`src/ffb_pkg.sv`:
```
// shared constants and types for the flash bus pin logic
package ffb_pkg;

  // ----------------------------------------------------------------
  // widths
  // ----------------------------------------------------------------
  localparam int ADDR_W = 19;
  localparam int DATA_W = 16;
  localparam int STAT_W = 8;

  // ----------------------------------------------------------------
  // block map fields (word address)
  // ----------------------------------------------------------------
  localparam int MAIN_MSB = 18;
  localparam int MAIN_LSB = 15;
  localparam int PARAM_MSB = 14;
  localparam int PARAM_LSB = 12;
  localparam logic [3:0] MAIN_IDX_TOP = 4'hF;
  localparam logic [3:0] MAIN_IDX_BOT = 4'h0;
  localparam logic [2:0] PARAM_LOCK_TOP_A = 3'h6;
  localparam logic [2:0] PARAM_LOCK_TOP_B = 3'h7;
  localparam logic [2:0] PARAM_LOCK_BOT_A = 3'h0;
  localparam logic [2:0] PARAM_LOCK_BOT_B = 3'h1;

  // ----------------------------------------------------------------
  // status byte bit positions and reset values
  // ----------------------------------------------------------------
  localparam int ST_LOCKED_BIT = 1;
  localparam int ST_PGM_ERR_BIT = 4;
  localparam int ST_ERASE_ERR_BIT = 5;
  localparam logic [STAT_W-1:0] STATUS_RST = 8'h00;
  localparam logic [ADDR_W-1:0] ADDR_RST = 19'h00000;
  localparam logic [DATA_W-1:0] DATA_RST = 16'h0000;

  // ----------------------------------------------------------------
  // types
  // ----------------------------------------------------------------
  typedef enum logic [1:0] {
    RD_ARRAY,
    RD_IDENT,
    RD_STATUS
  } ffb_read_mode_t;

  // all pins that arrive from the host, synchronised together
  typedef struct packed {
    logic [ADDR_W-1:0] addr;
    logic [DATA_W-1:0] dq;
    logic ce_n;
    logic oe_n;
    logic we_n;
    logic addr_valid_n;
    logic bclk;
    logic wp_n;
    logic rst_n;
  } ffb_pins_t;

  localparam ffb_pins_t PINS_IDLE = '{
    addr: ADDR_RST,
    dq: DATA_RST,
    ce_n: 1'b1,
    oe_n: 1'b1,
    we_n: 1'b1,
    addr_valid_n: 1'b1,
    bclk: 1'b0,
    wp_n: 1'b0,
    rst_n: 1'b0
  };

  // read configuration as loaded by the command interface
  typedef struct packed {
    logic sync_burst;
    logic falling_edge;
    logic continuous;
  } ffb_read_cfg_t;

  localparam ffb_read_cfg_t CFG_RST = '{sync_burst: 1'b0, falling_edge: 1'b0, continuous: 1'b0};

endpackage : ffb_pkg

```
`src/ffb_pin_logic.sv`:
```
// pin-level bus logic of a 16-bit parallel boot block flash
// ------------------------------------------------------------------
// ------------------------------------------------------------------
module ffb_pin_logic
  import ffb_pkg::*;
(
  input wire logic CORE_CLK_I, // 20 MHz core clock
  input wire logic NRST_I, // async reset, active low
  input wire logic [ADDR_W-1:0] ADDR_I, // address pins
  input wire logic [DATA_W-1:0] DQ_I, // data pins, input side
  output logic [DATA_W-1:0] DQ_O, // data pins, output side
  output logic DQ_OE_O, // data pins driven when high
  input wire logic CE_N_I, // chip select pin, low active
  input wire logic OE_N_I, // output enable pin, low active
  input wire logic WE_N_I, // write strobe pin, low active
  input wire logic ADDR_VALID_N_I, // address valid pin, low active
  input wire logic BURST_CLK_I, // burst clock pin, sampled
  input wire logic WP_N_I, // write protect pin, low active
  input wire logic RST_N_I, // device reset pin, low active
  input wire logic TOP_BOOT_I, // parameter blocks at top of map
  input wire logic CFG_WR_I, // load read configuration
  input wire ffb_read_cfg_t CFG_I, // read configuration value
  input wire logic MODE_WR_I, // load read mode
  input wire ffb_read_mode_t MODE_I, // read mode value
  input wire logic [DATA_W-1:0] ARRAY_DATA_I, // array word at latched address
  input wire logic [DATA_W-1:0] IDENT_DATA_I, // identifier word
  input wire logic BURST_DATA_VALID_I, // burst data ready
  input wire logic PGM_REQ_I, // program request pulse
  input wire logic ERASE_REQ_I, // block erase request pulse
  input wire logic STATUS_CLR_I, // clear status flags pulse
  output logic [ADDR_W-1:0] ADDR_O, // latched address
  output logic [DATA_W-1:0] WDATA_O, // latched write word
  output logic WSTROBE_O, // one-cycle pulse per completed write
  output logic BURST_START_O, // one-cycle pulse on burst address latch
  output logic BURST_STEP_O, // one-cycle pulse per active burst clock edge after the one that latches the address
  output logic PGM_GO_O, // program accepted pulse
  output logic ERASE_GO_O, // erase accepted pulse
  output logic [STAT_W-1:0] STATUS_O, // status byte
  output logic AUTO_RST_O, // automation held in reset
  output logic STANDBY_O, // device deselected
  output logic SYNC_MODE_O, // synchronous burst active
  output logic WAIT_N_O, // wait pin value, low = not ready
  output logic WAIT_OE_O // wait pin driven when high
);

  // ----------------------------------------------------------------
  // lock decode
  // ----------------------------------------------------------------
  function automatic logic is_lockable(input logic [ADDR_W-1:0] a, input logic top);
    logic [3:0] main_idx;
    logic [2:0] par_idx;
    logic in_param;
    logic par_lock;
    main_idx = a[MAIN_MSB:MAIN_LSB];
    par_idx = a[PARAM_MSB:PARAM_LSB];
    in_param = top ? (main_idx == MAIN_IDX_TOP) : (main_idx == MAIN_IDX_BOT);
    par_lock = top ? (par_idx == PARAM_LOCK_TOP_A || par_idx == PARAM_LOCK_TOP_B)
                   : (par_idx == PARAM_LOCK_BOT_A || par_idx == PARAM_LOCK_BOT_B);
    return !in_param || par_lock;
  endfunction : is_lockable

  // ----------------------------------------------------------------
  // pin synchronisers
  // ----------------------------------------------------------------
  ffb_pins_t pins_raw;
  ffb_pins_t pins_s1;
  ffb_pins_t pins;
  ffb_pins_t pins_d;

  assign pins_raw = '{
    addr: ADDR_I,
    dq: DQ_I,
    ce_n: CE_N_I,
    oe_n: OE_N_I,
    we_n: WE_N_I,
    addr_valid_n: ADDR_VALID_N_I,
    bclk: BURST_CLK_I,
    wp_n: WP_N_I,
    rst_n: RST_N_I
  };

  // buses pass the same two stages as strobes so they stay aligned
  always_ff @(posedge CORE_CLK_I or negedge NRST_I)
  begin
    if (!NRST_I)
    begin
      pins_s1 <= PINS_IDLE;
      pins <= PINS_IDLE;
      pins_d <= PINS_IDLE;
    end
    else
    begin
      pins_s1 <= pins_raw;
      pins <= pins_s1;
      pins_d <= pins;
    end
  end

  // ----------------------------------------------------------------
  // decoded conditions
  // ----------------------------------------------------------------
  logic dev_rst;
  logic selected;
  logic adv_rise;
  logic we_rise;
  logic bclk_active_edge;
  logic writing;
  ffb_read_cfg_t cfg;
  ffb_read_mode_t read_mode;
  logic burst_latched;

  assign dev_rst = !pins.rst_n;
  assign selected = !pins.ce_n && !dev_rst;
  assign adv_rise = pins.addr_valid_n && !pins_d.addr_valid_n;
  assign we_rise = pins.we_n && !pins_d.we_n;
  assign writing = !pins.we_n || !pins_d.we_n;
  // clock only counts in burst mode and outside writes
  assign bclk_active_edge = cfg.sync_burst && !writing
    && (cfg.falling_edge ? (!pins.bclk && pins_d.bclk) : (pins.bclk && !pins_d.bclk));

  // ----------------------------------------------------------------
  // read configuration and mode
  // ----------------------------------------------------------------
  always_ff @(posedge CORE_CLK_I or negedge NRST_I)
  begin
    if (!NRST_I)
      cfg <= CFG_RST;
    else if (dev_rst)
      cfg <= CFG_RST;
    else if (CFG_WR_I)
      cfg <= CFG_I;
  end

  always_ff @(posedge CORE_CLK_I or negedge NRST_I)
  begin
    if (!NRST_I)
      read_mode <= RD_ARRAY;
    else if (dev_rst)
      read_mode <= RD_ARRAY;
    else if (MODE_WR_I)
      read_mode <= MODE_I;
  end

  // ----------------------------------------------------------------
  // address capture
  // ----------------------------------------------------------------
  // low addr_valid_n in page mode keeps the latch open, so a host that
  // ties it low still gets each new address
  always_ff @(posedge CORE_CLK_I or negedge NRST_I)
  begin
    if (!NRST_I)
    begin
      ADDR_O <= ADDR_RST;
      burst_latched <= 1'b0;
      BURST_START_O <= 1'b0;
      BURST_STEP_O <= 1'b0;
    end
    else
    begin
      BURST_START_O <= 1'b0;
      BURST_STEP_O <= 1'b0;
      if (!selected)
        burst_latched <= 1'b0;
      else if (we_rise)
        ADDR_O <= pins_d.addr;
      else if (cfg.sync_burst)
      begin
        if (!burst_latched && !pins.addr_valid_n && bclk_active_edge)
        begin
          ADDR_O <= pins.addr;
          burst_latched <= 1'b1;
          BURST_START_O <= 1'b1;
        end
        else if (!burst_latched && adv_rise)
        begin
          ADDR_O <= pins_d.addr;
          burst_latched <= 1'b1;
          BURST_START_O <= 1'b1;
        end
        else if (burst_latched && bclk_active_edge)
          BURST_STEP_O <= 1'b1;
        if (burst_latched && !pins.addr_valid_n && pins_d.addr_valid_n)
          burst_latched <= 1'b0;
      end
      else if (adv_rise)
        ADDR_O <= pins_d.addr;
      else if (!pins.addr_valid_n && pins.we_n)
        ADDR_O <= pins.addr;
    end
  end

  // ----------------------------------------------------------------
  // write data capture
  // ----------------------------------------------------------------
  always_ff @(posedge CORE_CLK_I or negedge NRST_I)
  begin
    if (!NRST_I)
    begin
      WDATA_O <= DATA_RST;
      WSTROBE_O <= 1'b0;
    end
    else
    begin
      WSTROBE_O <= 1'b0;
      if (selected && we_rise)
      begin
        WDATA_O <= pins_d.dq;
        WSTROBE_O <= 1'b1;
      end
    end
  end

  // ----------------------------------------------------------------
  // program / erase gating and status flags
  // ----------------------------------------------------------------
  logic locked;
  logic pgm_fail;
  logic erase_fail;

  // write protect high releases every block
  assign locked = !pins.wp_n && is_lockable(ADDR_O, TOP_BOOT_I);
  assign pgm_fail = PGM_REQ_I && locked;
  assign erase_fail = ERASE_REQ_I && locked;

  always_ff @(posedge CORE_CLK_I or negedge NRST_I)
  begin
    if (!NRST_I)
    begin
      PGM_GO_O <= 1'b0;
      ERASE_GO_O <= 1'b0;
      AUTO_RST_O <= 1'b1;
    end
    else
    begin
      AUTO_RST_O <= dev_rst;
      PGM_GO_O <= PGM_REQ_I && !locked && !dev_rst;
      ERASE_GO_O <= ERASE_REQ_I && !locked && !dev_rst;
    end
  end

  // a failure in the clear cycle still sets its flag
  always_ff @(posedge CORE_CLK_I or negedge NRST_I)
  begin
    if (!NRST_I)
      STATUS_O <= STATUS_RST;
    else if (dev_rst)
      STATUS_O <= STATUS_RST;
    else
    begin
      if (STATUS_CLR_I)
        STATUS_O <= STATUS_RST;
      if (pgm_fail || erase_fail)
        STATUS_O[ST_LOCKED_BIT] <= 1'b1;
      if (pgm_fail)
        STATUS_O[ST_PGM_ERR_BIT] <= 1'b1;
      if (erase_fail)
        STATUS_O[ST_ERASE_ERR_BIT] <= 1'b1;
    end
  end

  // ----------------------------------------------------------------
  // read data path
  // ----------------------------------------------------------------
  logic [DATA_W-1:0] next_dq;

  always_comb
  begin
    case (read_mode)
      RD_ARRAY: next_dq = ARRAY_DATA_I;
      RD_IDENT: next_dq = IDENT_DATA_I;
      RD_STATUS: next_dq = {8'h00, STATUS_O};
      default: next_dq = ARRAY_DATA_I;
    endcase
  end

  // write strobe low wins over output enable so a careless host cannot
  // provoke contention on the shared lines
  always_ff @(posedge CORE_CLK_I or negedge NRST_I)
  begin
    if (!NRST_I)
    begin
      DQ_O <= DATA_RST;
      DQ_OE_O <= 1'b0;
    end
    else
    begin
      DQ_O <= next_dq;
      DQ_OE_O <= selected && !pins.oe_n && pins.we_n;
    end
  end

  // ----------------------------------------------------------------
  // standby, mode and wait outputs
  // ----------------------------------------------------------------
  always_ff @(posedge CORE_CLK_I or negedge NRST_I)
  begin
    if (!NRST_I)
    begin
      STANDBY_O <= 1'b1;
      SYNC_MODE_O <= 1'b0;
      WAIT_N_O <= 1'b1;
      WAIT_OE_O <= 1'b0;
    end
    else
    begin
      STANDBY_O <= !selected;
      SYNC_MODE_O <= cfg.sync_burst;
      WAIT_OE_O <= selected && !pins.oe_n && cfg.sync_burst && cfg.continuous;
      WAIT_N_O <= BURST_DATA_VALID_I || !(cfg.sync_burst && cfg.continuous);
    end
  end

endmodule : ffb_pin_logic

```
`config.mk`:
```
export PLATFORM = sky130hd
export DESIGN_NAME = ffb_pin_logic
export DESIGN_NICKNAME = d
export VERILOG_FILES = /design/src/ffb_pkg.sv /design/src/ffb_pin_logic.sv
export SDC_FILE = /design/constraint.sdc
export NUM_CORES = 1
export LEC_CHECK = 0
export ABC_AREA = 1
export BUFFER_PORTS_ARGS = -buffer_cell sky130_fd_sc_hd__buf_2
export CORE_ASPECT_RATIO = 1.5
export CORE_MARGIN = 2
export CORE_UTILIZATION = 40
export CTS_CLUSTER_SIZE = 25
export DETAILED_ROUTE_END_ITERATION = 8
export PLACE_DENSITY = 0.75
export SYNTH_ARGS = -nofsm -noshare
export SYNTH_HDL_FRONTEND = slang
export SYNTH_SLANG_ARGS = --single-unit
```
`constraint.sdc`:
```
create_clock -name CORE_CLK_I -period 3.8 [get_ports CORE_CLK_I]
set_clock_uncertainty 0.2 [all_clocks]
set_input_delay 0.95 -clock CORE_CLK_I [delete_from_list [all_inputs] [get_ports CORE_CLK_I]]
set_output_delay 0.95 -clock CORE_CLK_I [all_outputs]
set_load 0.02 [all_outputs]
```
* After elaboration in Yosys (flattened, before gate mapping)
Cells that the tools add are included.
** Word-level totals
- Bits in registers :: 198
- Input port bits :: 88
** Operators by class
- Eq/ne operators :: 16
- Multiplexer cells :: 37
- Reductions and logical operators :: 54
** Operators with widths (count)
- 19-bit two-way mux :: 6
- 16-bit case mux with 2 select lines :: 1
- 1-bit logical AND :: 27
- 1-bit two-way mux :: 24
- 1-bit logical NOT :: 16
- 8-bit two-way mux :: 2
- 3-bit by 2-bit != test with 1-bit output, second input constant :: 3
- 2-bit != test, second input constant :: 4
- 3-bit == test, second input constant :: 2
- 1-bit logical OR :: 6
- 3-bit two-way mux :: 2
- 3-bit AND reduction :: 2
- 4-bit == test, second input constant :: 1
- 4-bit logical NOT :: 1
- 2-bit two-way mux :: 2
- 4-bit by 1-bit != test with 1-bit output, second input constant :: 1
- 4-bit by 2-bit != test with 1-bit output, second input constant :: 1
- 4-bit nonzero test :: 1
- 3-bit by 1-bit == test with 1-bit output, second input constant :: 1
- 3-bit logical NOT :: 1
- 2-bit by 1-bit == test with 1-bit output, second input constant :: 1
- 2-bit == test, second input constant :: 1
- 2-bit by 1-bit != test with 1-bit output, second input constant :: 1

* Logic depth before layout (Yosys ltp)
Gate-level depths: netlist of run 1.
- Word-level depth :: 12
- Depth in mapped cells :: 10
- Depth with buffers taken out :: 9

* Worst setup path before layout of run 1
No wires, ideal clock.
- Kind :: input-to-reg
- Start point :: input port TOP_BOOT_I
- End point :: register ERASE_GO_O
- Setup time :: 0.071 ns
- Arrival time :: 1.689 ns
- Slack :: 1.840 ns
- Cell stages on the path :: 6
- Buffers on the path :: 0
- Path through :: inv_1 -> nor2_1 -> nand4_1 -> and3_1 -> or2_2 -> nor2_1
** Between the ends
- Cells in the longest elaborated chain, start to end :: 7
- Elaborated cells on any way between the ends :: 8
** RTL lines
- start: declaration :: line ffb_pin_logic.sv:20 : input wire logic TOP_BOOT_I,
- 1-bit two-way mux :: line ffb_pin_logic.sv:56 : in_param = top ? (main_idx == MAIN_IDX_TOP) : (main_idx == MAIN_IDX_BOT);
- 1-bit logical NOT :: line ffb_pin_logic.sv:59 : return !in_param || par_lock;
- 1-bit logical OR * :: line ffb_pin_logic.sv:59
- 1-bit logical AND * :: line ffb_pin_logic.sv:221 : assign locked = !pins.wp_n && is_lockable(ADDR_O, TOP_BOOT_I);
- 1-bit logical NOT * :: line ffb_pin_logic.sv:237 : ERASE_GO_O <= ERASE_REQ_I && !locked && !dev_rst;
- 1-bit logical AND * (2 in a row) :: line ffb_pin_logic.sv:237
- end signal: assignment :: line ffb_pin_logic.sv:237
- end: declaration :: line ffb_pin_logic.sv:37 : output logic ERASE_GO_O,
Every way passes the cells marked *; elsewhere a longest branch is shown, timed or not.
A chain may end at the register's enable or synchronous reset.

* Worst setup path after layout of run 1
- Start point :: register pins[4] (netlist bit)
- End point :: register ADDR_O[0]
** Between the ends
- Cells in the longest elaborated chain, start to end :: 9
- Elaborated cells on any way between the ends :: 14
** RTL lines
- start: declaration :: line ffb_pin_logic.sv:67 : ffb_pins_t pins;
- start signal: assignment :: line ffb_pin_logic.sv:94 : pins <= pins_s1;
- 1-bit logical NOT :: line ffb_pin_logic.sv:116 : assign writing = !pins.we_n || !pins_d.we_n;
- 1-bit logical OR :: line ffb_pin_logic.sv:116
- 1-bit logical NOT :: line ffb_pin_logic.sv:118 : assign bclk_active_edge = cfg.sync_burst && !writing
- 1-bit logical AND :: line ffb_pin_logic.sv:118
- 1-bit logical AND :: line ffb_pin_logic.sv:119 : && (cfg.falling_edge ? (!pins.bclk && pins_d.bclk) : (pins.bclk && !pins_d.bclk));
- 1-bit logical AND :: line ffb_pin_logic.sv:168 : if (!burst_latched && !pins.addr_valid_n && bclk_active_edge)
- 19-bit two-way mux :: line ffb_pin_logic.sv:168
- 19-bit two-way mux :: line ffb_pin_logic.sv:166 : else if (cfg.sync_burst)
- 19-bit two-way mux :: line ffb_pin_logic.sv:164 : else if (we_rise)
- end signal: assignment :: line ffb_pin_logic.sv:165 : ADDR_O <= pins_d.addr;
- end signal: assignment :: line ffb_pin_logic.sv:170 : ADDR_O <= pins.addr;
- end signal: assignment :: line ffb_pin_logic.sv:176 : ADDR_O <= pins_d.addr;
- end: declaration :: line ffb_pin_logic.sv:31 : output logic [ADDR_W-1:0] ADDR_O,
Parallel ways exist; a longest one is shown, timed or not.

==> results of run 1 <==
==> area by class of cell <==
cell class                      instances  share of cell area (%)
Sequential cell                       193                   61.65
Multi-Input combinational cell        243                   15.09
Timing Repair Buffer                  155                   10.24
Clock buffer                           17                   5.412
Tap cell                              203                   3.231
Clock inverter                         15                   2.356
Inverter                               42                   2.022
==> state kept, by name (all words and copies together) (netlist names), 2 cells and up <==
signal / count
pins: 42
pins_s1: 42
pins_d: 38
ADDR_O: 19
DQ_O: 16
WDATA_O: 16
STATUS_O: 3
cfg: 3
read_mode: 2
==> per-stage QoR <==
step / hold slack [ns] / setup WS [ns] / util, %
after floorplan: 0.1312 / 1.840 / -
after global placement: 0.1322 / 1.426 / 46.61
after detailed placement: 0.1347 / 1.403 / 46.61
after CTS: 0.1510 / 1.355 / 50.53
after global routing: 0.1559 / 1.109 / 50.53
final: 0.1479 / 1.352 / 50.53
==> Yosys cell counts <==
cell type / number / area [sq um]
a21oi_1: 3 / 15.01
a22o_1: 13 / 113.9
a22oi_1: 1 / 7.510
and3_1: 1 / 6.260
buf_2: 4 / 20.02
buf_4: 7 / 52.55
buf_6: 5 / 56.30
clkbuf_1: 2 / 7.510
clkinv_2: 1 / 5.000
conb_1: 1 / 3.750
dfrtp_1: 180 / 4504
dfstp_2: 13 / 341.6
ha_1: 2 / 25.02
inv_1: 38 / 142.6
inv_2: 3 / 11.26
nand2_1: 128 / 480.5
nand2_2: 2 / 12.51
nand3_1: 34 / 170.2
nand3b_1: 20 / 150.1
nand4_1: 3 / 18.77
nor2_1: 13 / 48.80
nor2_2: 1 / 6.260
nor2_4: 2 / 22.52
nor3_1: 1 / 5.000
nor3b_1: 1 / 7.510
o2111ai_1: 1 / 8.760
o211ai_1: 1 / 7.510
o21ai_0: 5 / 25.02
o21ai_1: 1 / 5.000
or2_2: 5 / 31.28
==> worst register-to-register path, stage by stage, from the launching register on <==
cell	delay (ns)
dfstp_2	0.54
inv_1	0.07
nor2_1	0.14
nand4_1	0.16
nand2_1	0.55
nand2_2	0.41
nand2_1	0.16
nand3_1	0.09
nand2_1	0.07
==> power by group <==
part / internal (mW) / switching (mW)
clock network: 0.896 / 0.865
registers: 2.23 / 0.0934
logic: 0.180 / 0.346
total: 3.30 / 1.30
==> kinds of logic after synthesis <==
group	Yosys count
and+or+nand+nor	211
DFF	193
buffers and inverters	60
AOI/OAI and AO/OA	25
adders and majority gates	2
other	1
==> routing by layer <==
layer	up-vias	share of wire [%]	wire length (um)
met2	126	51	5911
met4	0	2.8	325
met1	1838	41	4707
li1	1861	-	-
met3	23	5.3	610
met5	-	0	0
==> path summary, 6_finish.rpt <==
path,to,slack (ns),start,cells after the start
setup / recovery,ADDR_O[0]$_DFFE_PN0P_,1.35,pins[4]$_DFF_PN1_,8
hold / removal,pins[16]$_DFF_PN0_,0.15,pins_s1[16]$_DFF_PN0_,0
setup reg to reg,ADDR_O[0]$_DFFE_PN0P_,1.35,pins[4]$_DFF_PN1_,8
hold reg to reg,pins[16]$_DFF_PN0_,0.15,pins_s1[16]$_DFF_PN0_,0
max in group asynchronous,pins_s1[39]$_DFF_PN0_,2.17,NRST_I,2
min in group asynchronous,pins[18]$_DFF_PN0_,0.39,NRST_I,1
==> flow_summary_export.csv, run 1 <==
group,metric,value,unit
clock_tree,insertion_delay,0.42,ns
worst_setup_path,critPathRequiredTime,3.96,ns
worst_setup_path,crit_buf_inv,1,
yosys,syn_avg_cell_area,12.83,sq um
placement,placed_area,0.007249,sq mm
yosys,synth_top_family_by_area,"simple AND/OR/NAND/NOR gates",
worst_setup_path,critPathTopFamily,"simple AND/OR/NAND/NOR gates",
sta,tns,0,ns
worst_setup_path,crit_path_end_kind,"flip-flop",
layout,antenna_cells,0,
placement,post-dp-hpwl,8198,um
power_and_ir_drop,power,4.609,mW
routing,postRouteAntennaNets,0,
worst_setup_path,slowest_stage,"nand2_1",
floorplanning,ios,158,
floorplanning,die_area,0.01682,sq mm
sta,slew_headroom,51.40,%
floorplanning,dieHeight,157.9,um
clock_tree,path_clk_slew,0.08,ns
global_routing,grt_max_degree,100,
power_and_ir_drop,power.density,586.4,mW/mm^2
layout,layout.cells.most_common,"dfrtp_1",
layout,final_area,0.007860,sq mm
worst_setup_path,crit_type,"reg -> reg",
floorplanning,start_util,40.58,%
sta,fmaxAchievable,0.4085,GHz
sta,finalSetupViolCount,0,
clock_tree,cts_max_level,4,
routing,dr.pass1.iters,4,
yosys,ys_seq_area_share,76.77,%
sta,rsz0062_at_grt,"false",
routing,wl_per_cell,13.31,um
placement,post-place-cells,836,
clock_tree,cts_tree,"yes",
worst_setup_path,crit_fanout,20,
clock_tree,clockRootBuffer,"clkbuf_16",
global_routing,grt_pass1_wl,18000,um
floorplanning,core_area,0.01555,sq mm
global_routing,grt.met1_usage,16.86,%
layout,drive_above_1_share,32.18,%
sta,drv_slew,0,
worst_setup_path,cp_cell_sequence,"inv_1, nor2_1, nand4_1, nand2_1, nand2_2, nand2_1, nand3_1, nand2_1",
clock_tree,post_cts_buffers,0,
min_path,min_path_type,"reg -> reg",
layout,fin_nets,742,
layout,syn_to_final_growth,24.52,%
sta,fin_crit_sh,64.41,%
clock_tree,clock_sinks,193,
routing,dr_total_vias,3848,
global_routing,grt_util_met2,23.08,%
yosys,netlist_area,0.006312,sq mm
global_routing,grt_pass1_vias,3664,
sta,hold_viol,0,
placement,io_buffers,152,
worst_setup_path,cpMostUsedCell,"nand2_1",
routing,vias_per_cell,4.433,
layout,regArea,0.004846,sq mm
global_routing,use_met3,3.252,%
yosys,yosys-mux-area-fraction,0,%
status,outcome,"complete, no violations",
routing,drcViolationCount,0,
power_and_ir_drop,power_leakage,4.056,nW
job,maxCapViolations,0,
yosys,yosys_warnings,0,
yosys,synth_cells,492,
layout,layout_common_cells,"dfrtp_1, buf_2, nand2_1, inv_1, nand3_1",
global_routing,antenna_found_initial,0,
yosys,synth_compound_area_share,2.894,%
sta,min_period,2.448,ns
layout,multi_input_area,0.001186,sq mm
yosys,synth-simple-area-share,15.20,%
placement,gp_congestion,0.8106,
sta,worst_slew_pin_slew,0.7290,ns
yosys,synthXorXnorAreaFrac,0,%
yosys,synth_cell_types,30,
global_routing,busiest_layer,"met2",
routing,drtIter0Drc,166,
layout,final_cells,868,
floorplanning,die_w,106.6,um
clock_tree,clockBufferDepth,2,
clock_tree,cts_resized,0,
worst_setup_path,critPathMaxStageDelay,0.55,ns
floorplanning,rows,56,
layout,n_fill_cell,1403,
clock_tree,holdBufCountCts,0,
worst_setup_path,start_kind,"flip-flop",
power_and_ir_drop,vdd_drop_max,0.0003272,V
yosys,ys_ff_latch,193,
worst_setup_path,cp.arrival,2.61,ns
global_routing,track_usage,13.86,%
routing,wl,11550,um
global_routing,grt-ovfl-total,0,
clock_tree,cts_buffers,17,
yosys,yosys.area_share.adder,0.3964,%
Note: power is estimated with default switching activity, not from simulation.
==> inputs of run 2 (changes only) <==
--- a/config.mk
+++ b/config.mk
@@ -5,7 +5,7 @@
 export SDC_FILE = /design/constraint.sdc
 export NUM_CORES = 1
 export LEC_CHECK = 0
-export ABC_AREA = 1
+export ABC_AREA = 0
 export BUFFER_PORTS_ARGS = -buffer_cell sky130_fd_sc_hd__buf_2
 export CORE_ASPECT_RATIO = 1.5
 export CORE_MARGIN = 2
==> constraint.sdc (replaced) <==
create_clock -name CORE_CLK_I -period 2.27 [get_ports CORE_CLK_I]
set_clock_uncertainty 0.2 [all_clocks]
set_input_delay 0.5675 -clock CORE_CLK_I [delete_from_list [all_inputs] [get_ports CORE_CLK_I]]
set_output_delay 0.5675 -clock CORE_CLK_I [all_outputs]
set_load 0.02 [all_outputs]
==> flow_summary_export.csv, run 2 <==
group,metric,value,unit
min_path,min_path_type,"in -> reg",
layout,finish.utilization,52.16,%
clock_tree,path_clk_slew,0.07,ns
yosys,netlist_area,0.006067,sq mm
clock_tree,cts_tree,"yes",
sta,rsz0062_at_grt,"false",
floorplanning,rows,55,
layout,antenna_cells,0,
global_routing,grt.met1_usage,17.43,%
floorplanning,die_area,0.01619,sq mm
placement,post-place-cells,719,
worst_setup_path,r2r-start,"cfg[1]$_DFFE_PN0P_",
routing,dr_total_vias,3443,
layout,final_cells,754,
floorplanning,dieHeight,154.8,um
routing,vias_per_cell,4.566,
yosys,synthFlopType,"dfrtp_1",
placement,io_buffers,152,
clock_tree,clock_sinks,193,
status,outcome,"complete, no violations",
worst_setup_path,crit_buf_inv,2,
global_routing,grt_max_degree,50,
layout,largestRegisters,"pins (42), pins_s1 (42), pins_d (38)",
sta,min_period,2.175,ns
layout,drive_above_1_share,41.80,%
worst_setup_path,crit_type,"reg -> reg",
worst_setup_path,critPathTopFamily,"compound AO/OA/AOI/OAI gates",
yosys,synth_top_area_cell,"dfrtp_1",
clock_tree,clockRootBuffer,"clkbuf_16",
job,maxCapViolations,0,
clock_tree,insertion_delay,0.41,ns
yosys,synthTopCellsByCount,"dfrtp_1, nor2_1, mux2i_1, a21oi_1, mux2_2",
worst_setup_path,cp_cell_sequence,"or3b_4, a2111oi_4, buf_4, a21oi_4, buf_12, mux2i_1, a21oi_1",
routing,postRouteAntennaNets,0,
yosys,synth_cells,368,
yosys,synth_cell_types,33,
power_and_ir_drop,vdd_drop_max,0.0005573,V
min_path,worstHoldStart,"ADDR_I[15]",
layout,layout.cells.most_common,"dfrtp_1",
routing,dr.pass1.iters,4,
sta,tns,0,ns
placement,pre_cts_slack,0.02277,ns
global_routing,use_met3,3.624,%
routing,wl_per_cell,14.69,um
floorplanning,die_w,104.6,um
clock_tree,clockBufferDepth,2,
floorplanning,ios,158,
sta,slew_headroom,41.33,%
global_routing,busiest_layer,"met2",
worst_setup_path,worstSetupStartpoint,"cfg[1]$_DFFE_PN0P_",
worst_setup_path,critPathRequiredTime,2.37,ns
sta,hold_viol,0,
routing,drcViolationCount,0,
sta,drv_slew,0,
layout,layout_common_cells,"dfrtp_1, buf_2, nor2_1, mux2i_1, a21oi_1",
floorplanning,start_util,40.63,%
sta,worst_slew_pin_slew,0.8783,ns
routing,drtIter0Drc,154,
placement,gp_congestion,0.7190,
global_routing,track_usage,14.49,%
layout,fin_nets,632,
global_routing,grt_util_met2,24.62,%
yosys,ys_ff_latch,193,
power_and_ir_drop,power.density,1003,mW/mm^2
yosys,async_reset_ff_share,100.0,%
yosys,syn_avg_cell_area,16.49,sq um
worst_setup_path,slowest_stage,"dfrtp_1",
worst_setup_path,critPathMaxStageDelay,0.41,ns
global_routing,grt-ovfl-total,0,
sta,fmaxAchievable,0.4597,GHz
worst_setup_path,start_kind,"flip-flop",
clock_tree,cts_max_level,4,
yosys,synth_top_cell_area_share,74.24,%
sta,fin_crit_sh,95.82,%
global_routing,grt_pass1_wl,18310,um
power_and_ir_drop,power_leakage,3.745,nW
sta,finalSetupViolCount,0,
yosys,yosys_warnings,0,
sta,fin_ws,0.09486,ns
yosys,ys_seq_area_share,79.87,%
global_routing,antenna_found_initial,0,
global_routing,grt_pass1_vias,3718,
worst_setup_path,crit_fanout,19,
yosys,synth-edff-count,0,
routing,wl,11080,um
placement,post-dp-hpwl,7837,um
yosys,synth_most_common_cell,"dfrtp_1",
yosys,synth.area.top_cells,"dfrtp_1, dfstp_2, mux2i_1",
layout,syn_to_final_growth,28.38,%
worst_setup_path,crit_path_end_kind,"flip-flop",
clock_tree,cts_buffers,17,
floorplanning,core_area,0.01493,sq mm
worst_setup_path,cp.arrival,2.27,ns
==> run 2: cell types whose count changed in the layout (fill, tap and decap cells not counted), sizes merged, moves of 11 or more <==
cell    before  now
nand2      130    7
nand3       34    3
a21oi        3   24
nand3b      20    1
buf        154  165
mux2i        0   25
inv         48   13
nor2        16   31
mux2         0   16
==> run 2: final timing paths <==
path,slack (ns),cells past startpoint,to
worst max-delay path,0.09,7,ADDR_O[13]$_DFFE_PN0P_
worst max register to register,0.09,7,ADDR_O[13]$_DFFE_PN0P_
min in group asynchronous,0.44,2,pins_s1[33]$_DFF_PN0_
worst min register to register,0.15,0,pins[21]$_DFF_PN0_
max in group asynchronous,0.72,3,WAIT_N_O$_DFF_PN1_
worst min-delay path,0.05,1,pins_s1[38]$_DFF_PN0_
==> run 2: layout make-up <==
class | count | area, sq um
fillers | 1249 | 7144
flip-flops and latches | 193 | 4846
multi-input cells | 158 | 1116
repair buffers | 167 | 947.2
clock buffers | 17 | 425.4
well taps | 199 | 249.0
clock inverters | 15 | 186.4
inverters | 5 | 18.77
==> run 2: cell families after synthesis <==
kind of cell	after synthesis	share of synthesized area (%)
AOI/OAI and AO/OA	51	5.857
adders and majority gates	2	0.4124
buffers and inverters	21	2.165
DFF	193	79.87
muxes	41	7.094
other	1	0.06181
and+or+nand+nor	59	4.537
==> run 2: where the power goes <==
| part | switching [mW] | total [mW] | internal [mW] | leakage [nW] |
|---|---|---|---|---|
| combinational | 0.560 | 0.929 | 0.369 | 1.18 |
| clock | 1.39 | 2.99 | 1.59 | 0.300 |
| sequential | 0.156 | 3.90 | 3.74 | 2.27 |
| total | 2.11 | 7.81 | 5.70 | 3.74 |
==> run 2: timing repair <==
item / in CTS / in global routing
gates resized for setup: 0 / 0
endpoints found under the setup margin: 1 / 19
pin swaps: 1 / 2
hold buffers: 1 / 0
setup buffers: 0 / 2
endpoints found under the hold margin: 36 / 0
==> run 2: per-layer routing <==
| metal | wire (um) | share of wire [%] | up-vias |
|---|---|---|---|
| li1 | - | - | 1593 |
| met1 | 4432 | 40 | 1723 |
| met2 | 5889 | 53 | 113 |
| met3 | 536 | 4.8 | 14 |
| met4 | 218 | 2.0 | 0 |
| met5 | 0 | 0 | - |
==> run 2: stage by stage <==
stage               hold WS (ns)  power, mW  cell area [sq um]
finish                   0.05482      7.811               7789
global route             0.02829      8.204               7789
CTS                      0.02968      7.935               7761
detailed placement        0.1347      4.905               7139
global placement          0.1318      4.849               7139
floorplan                0.07191      4.447               6082
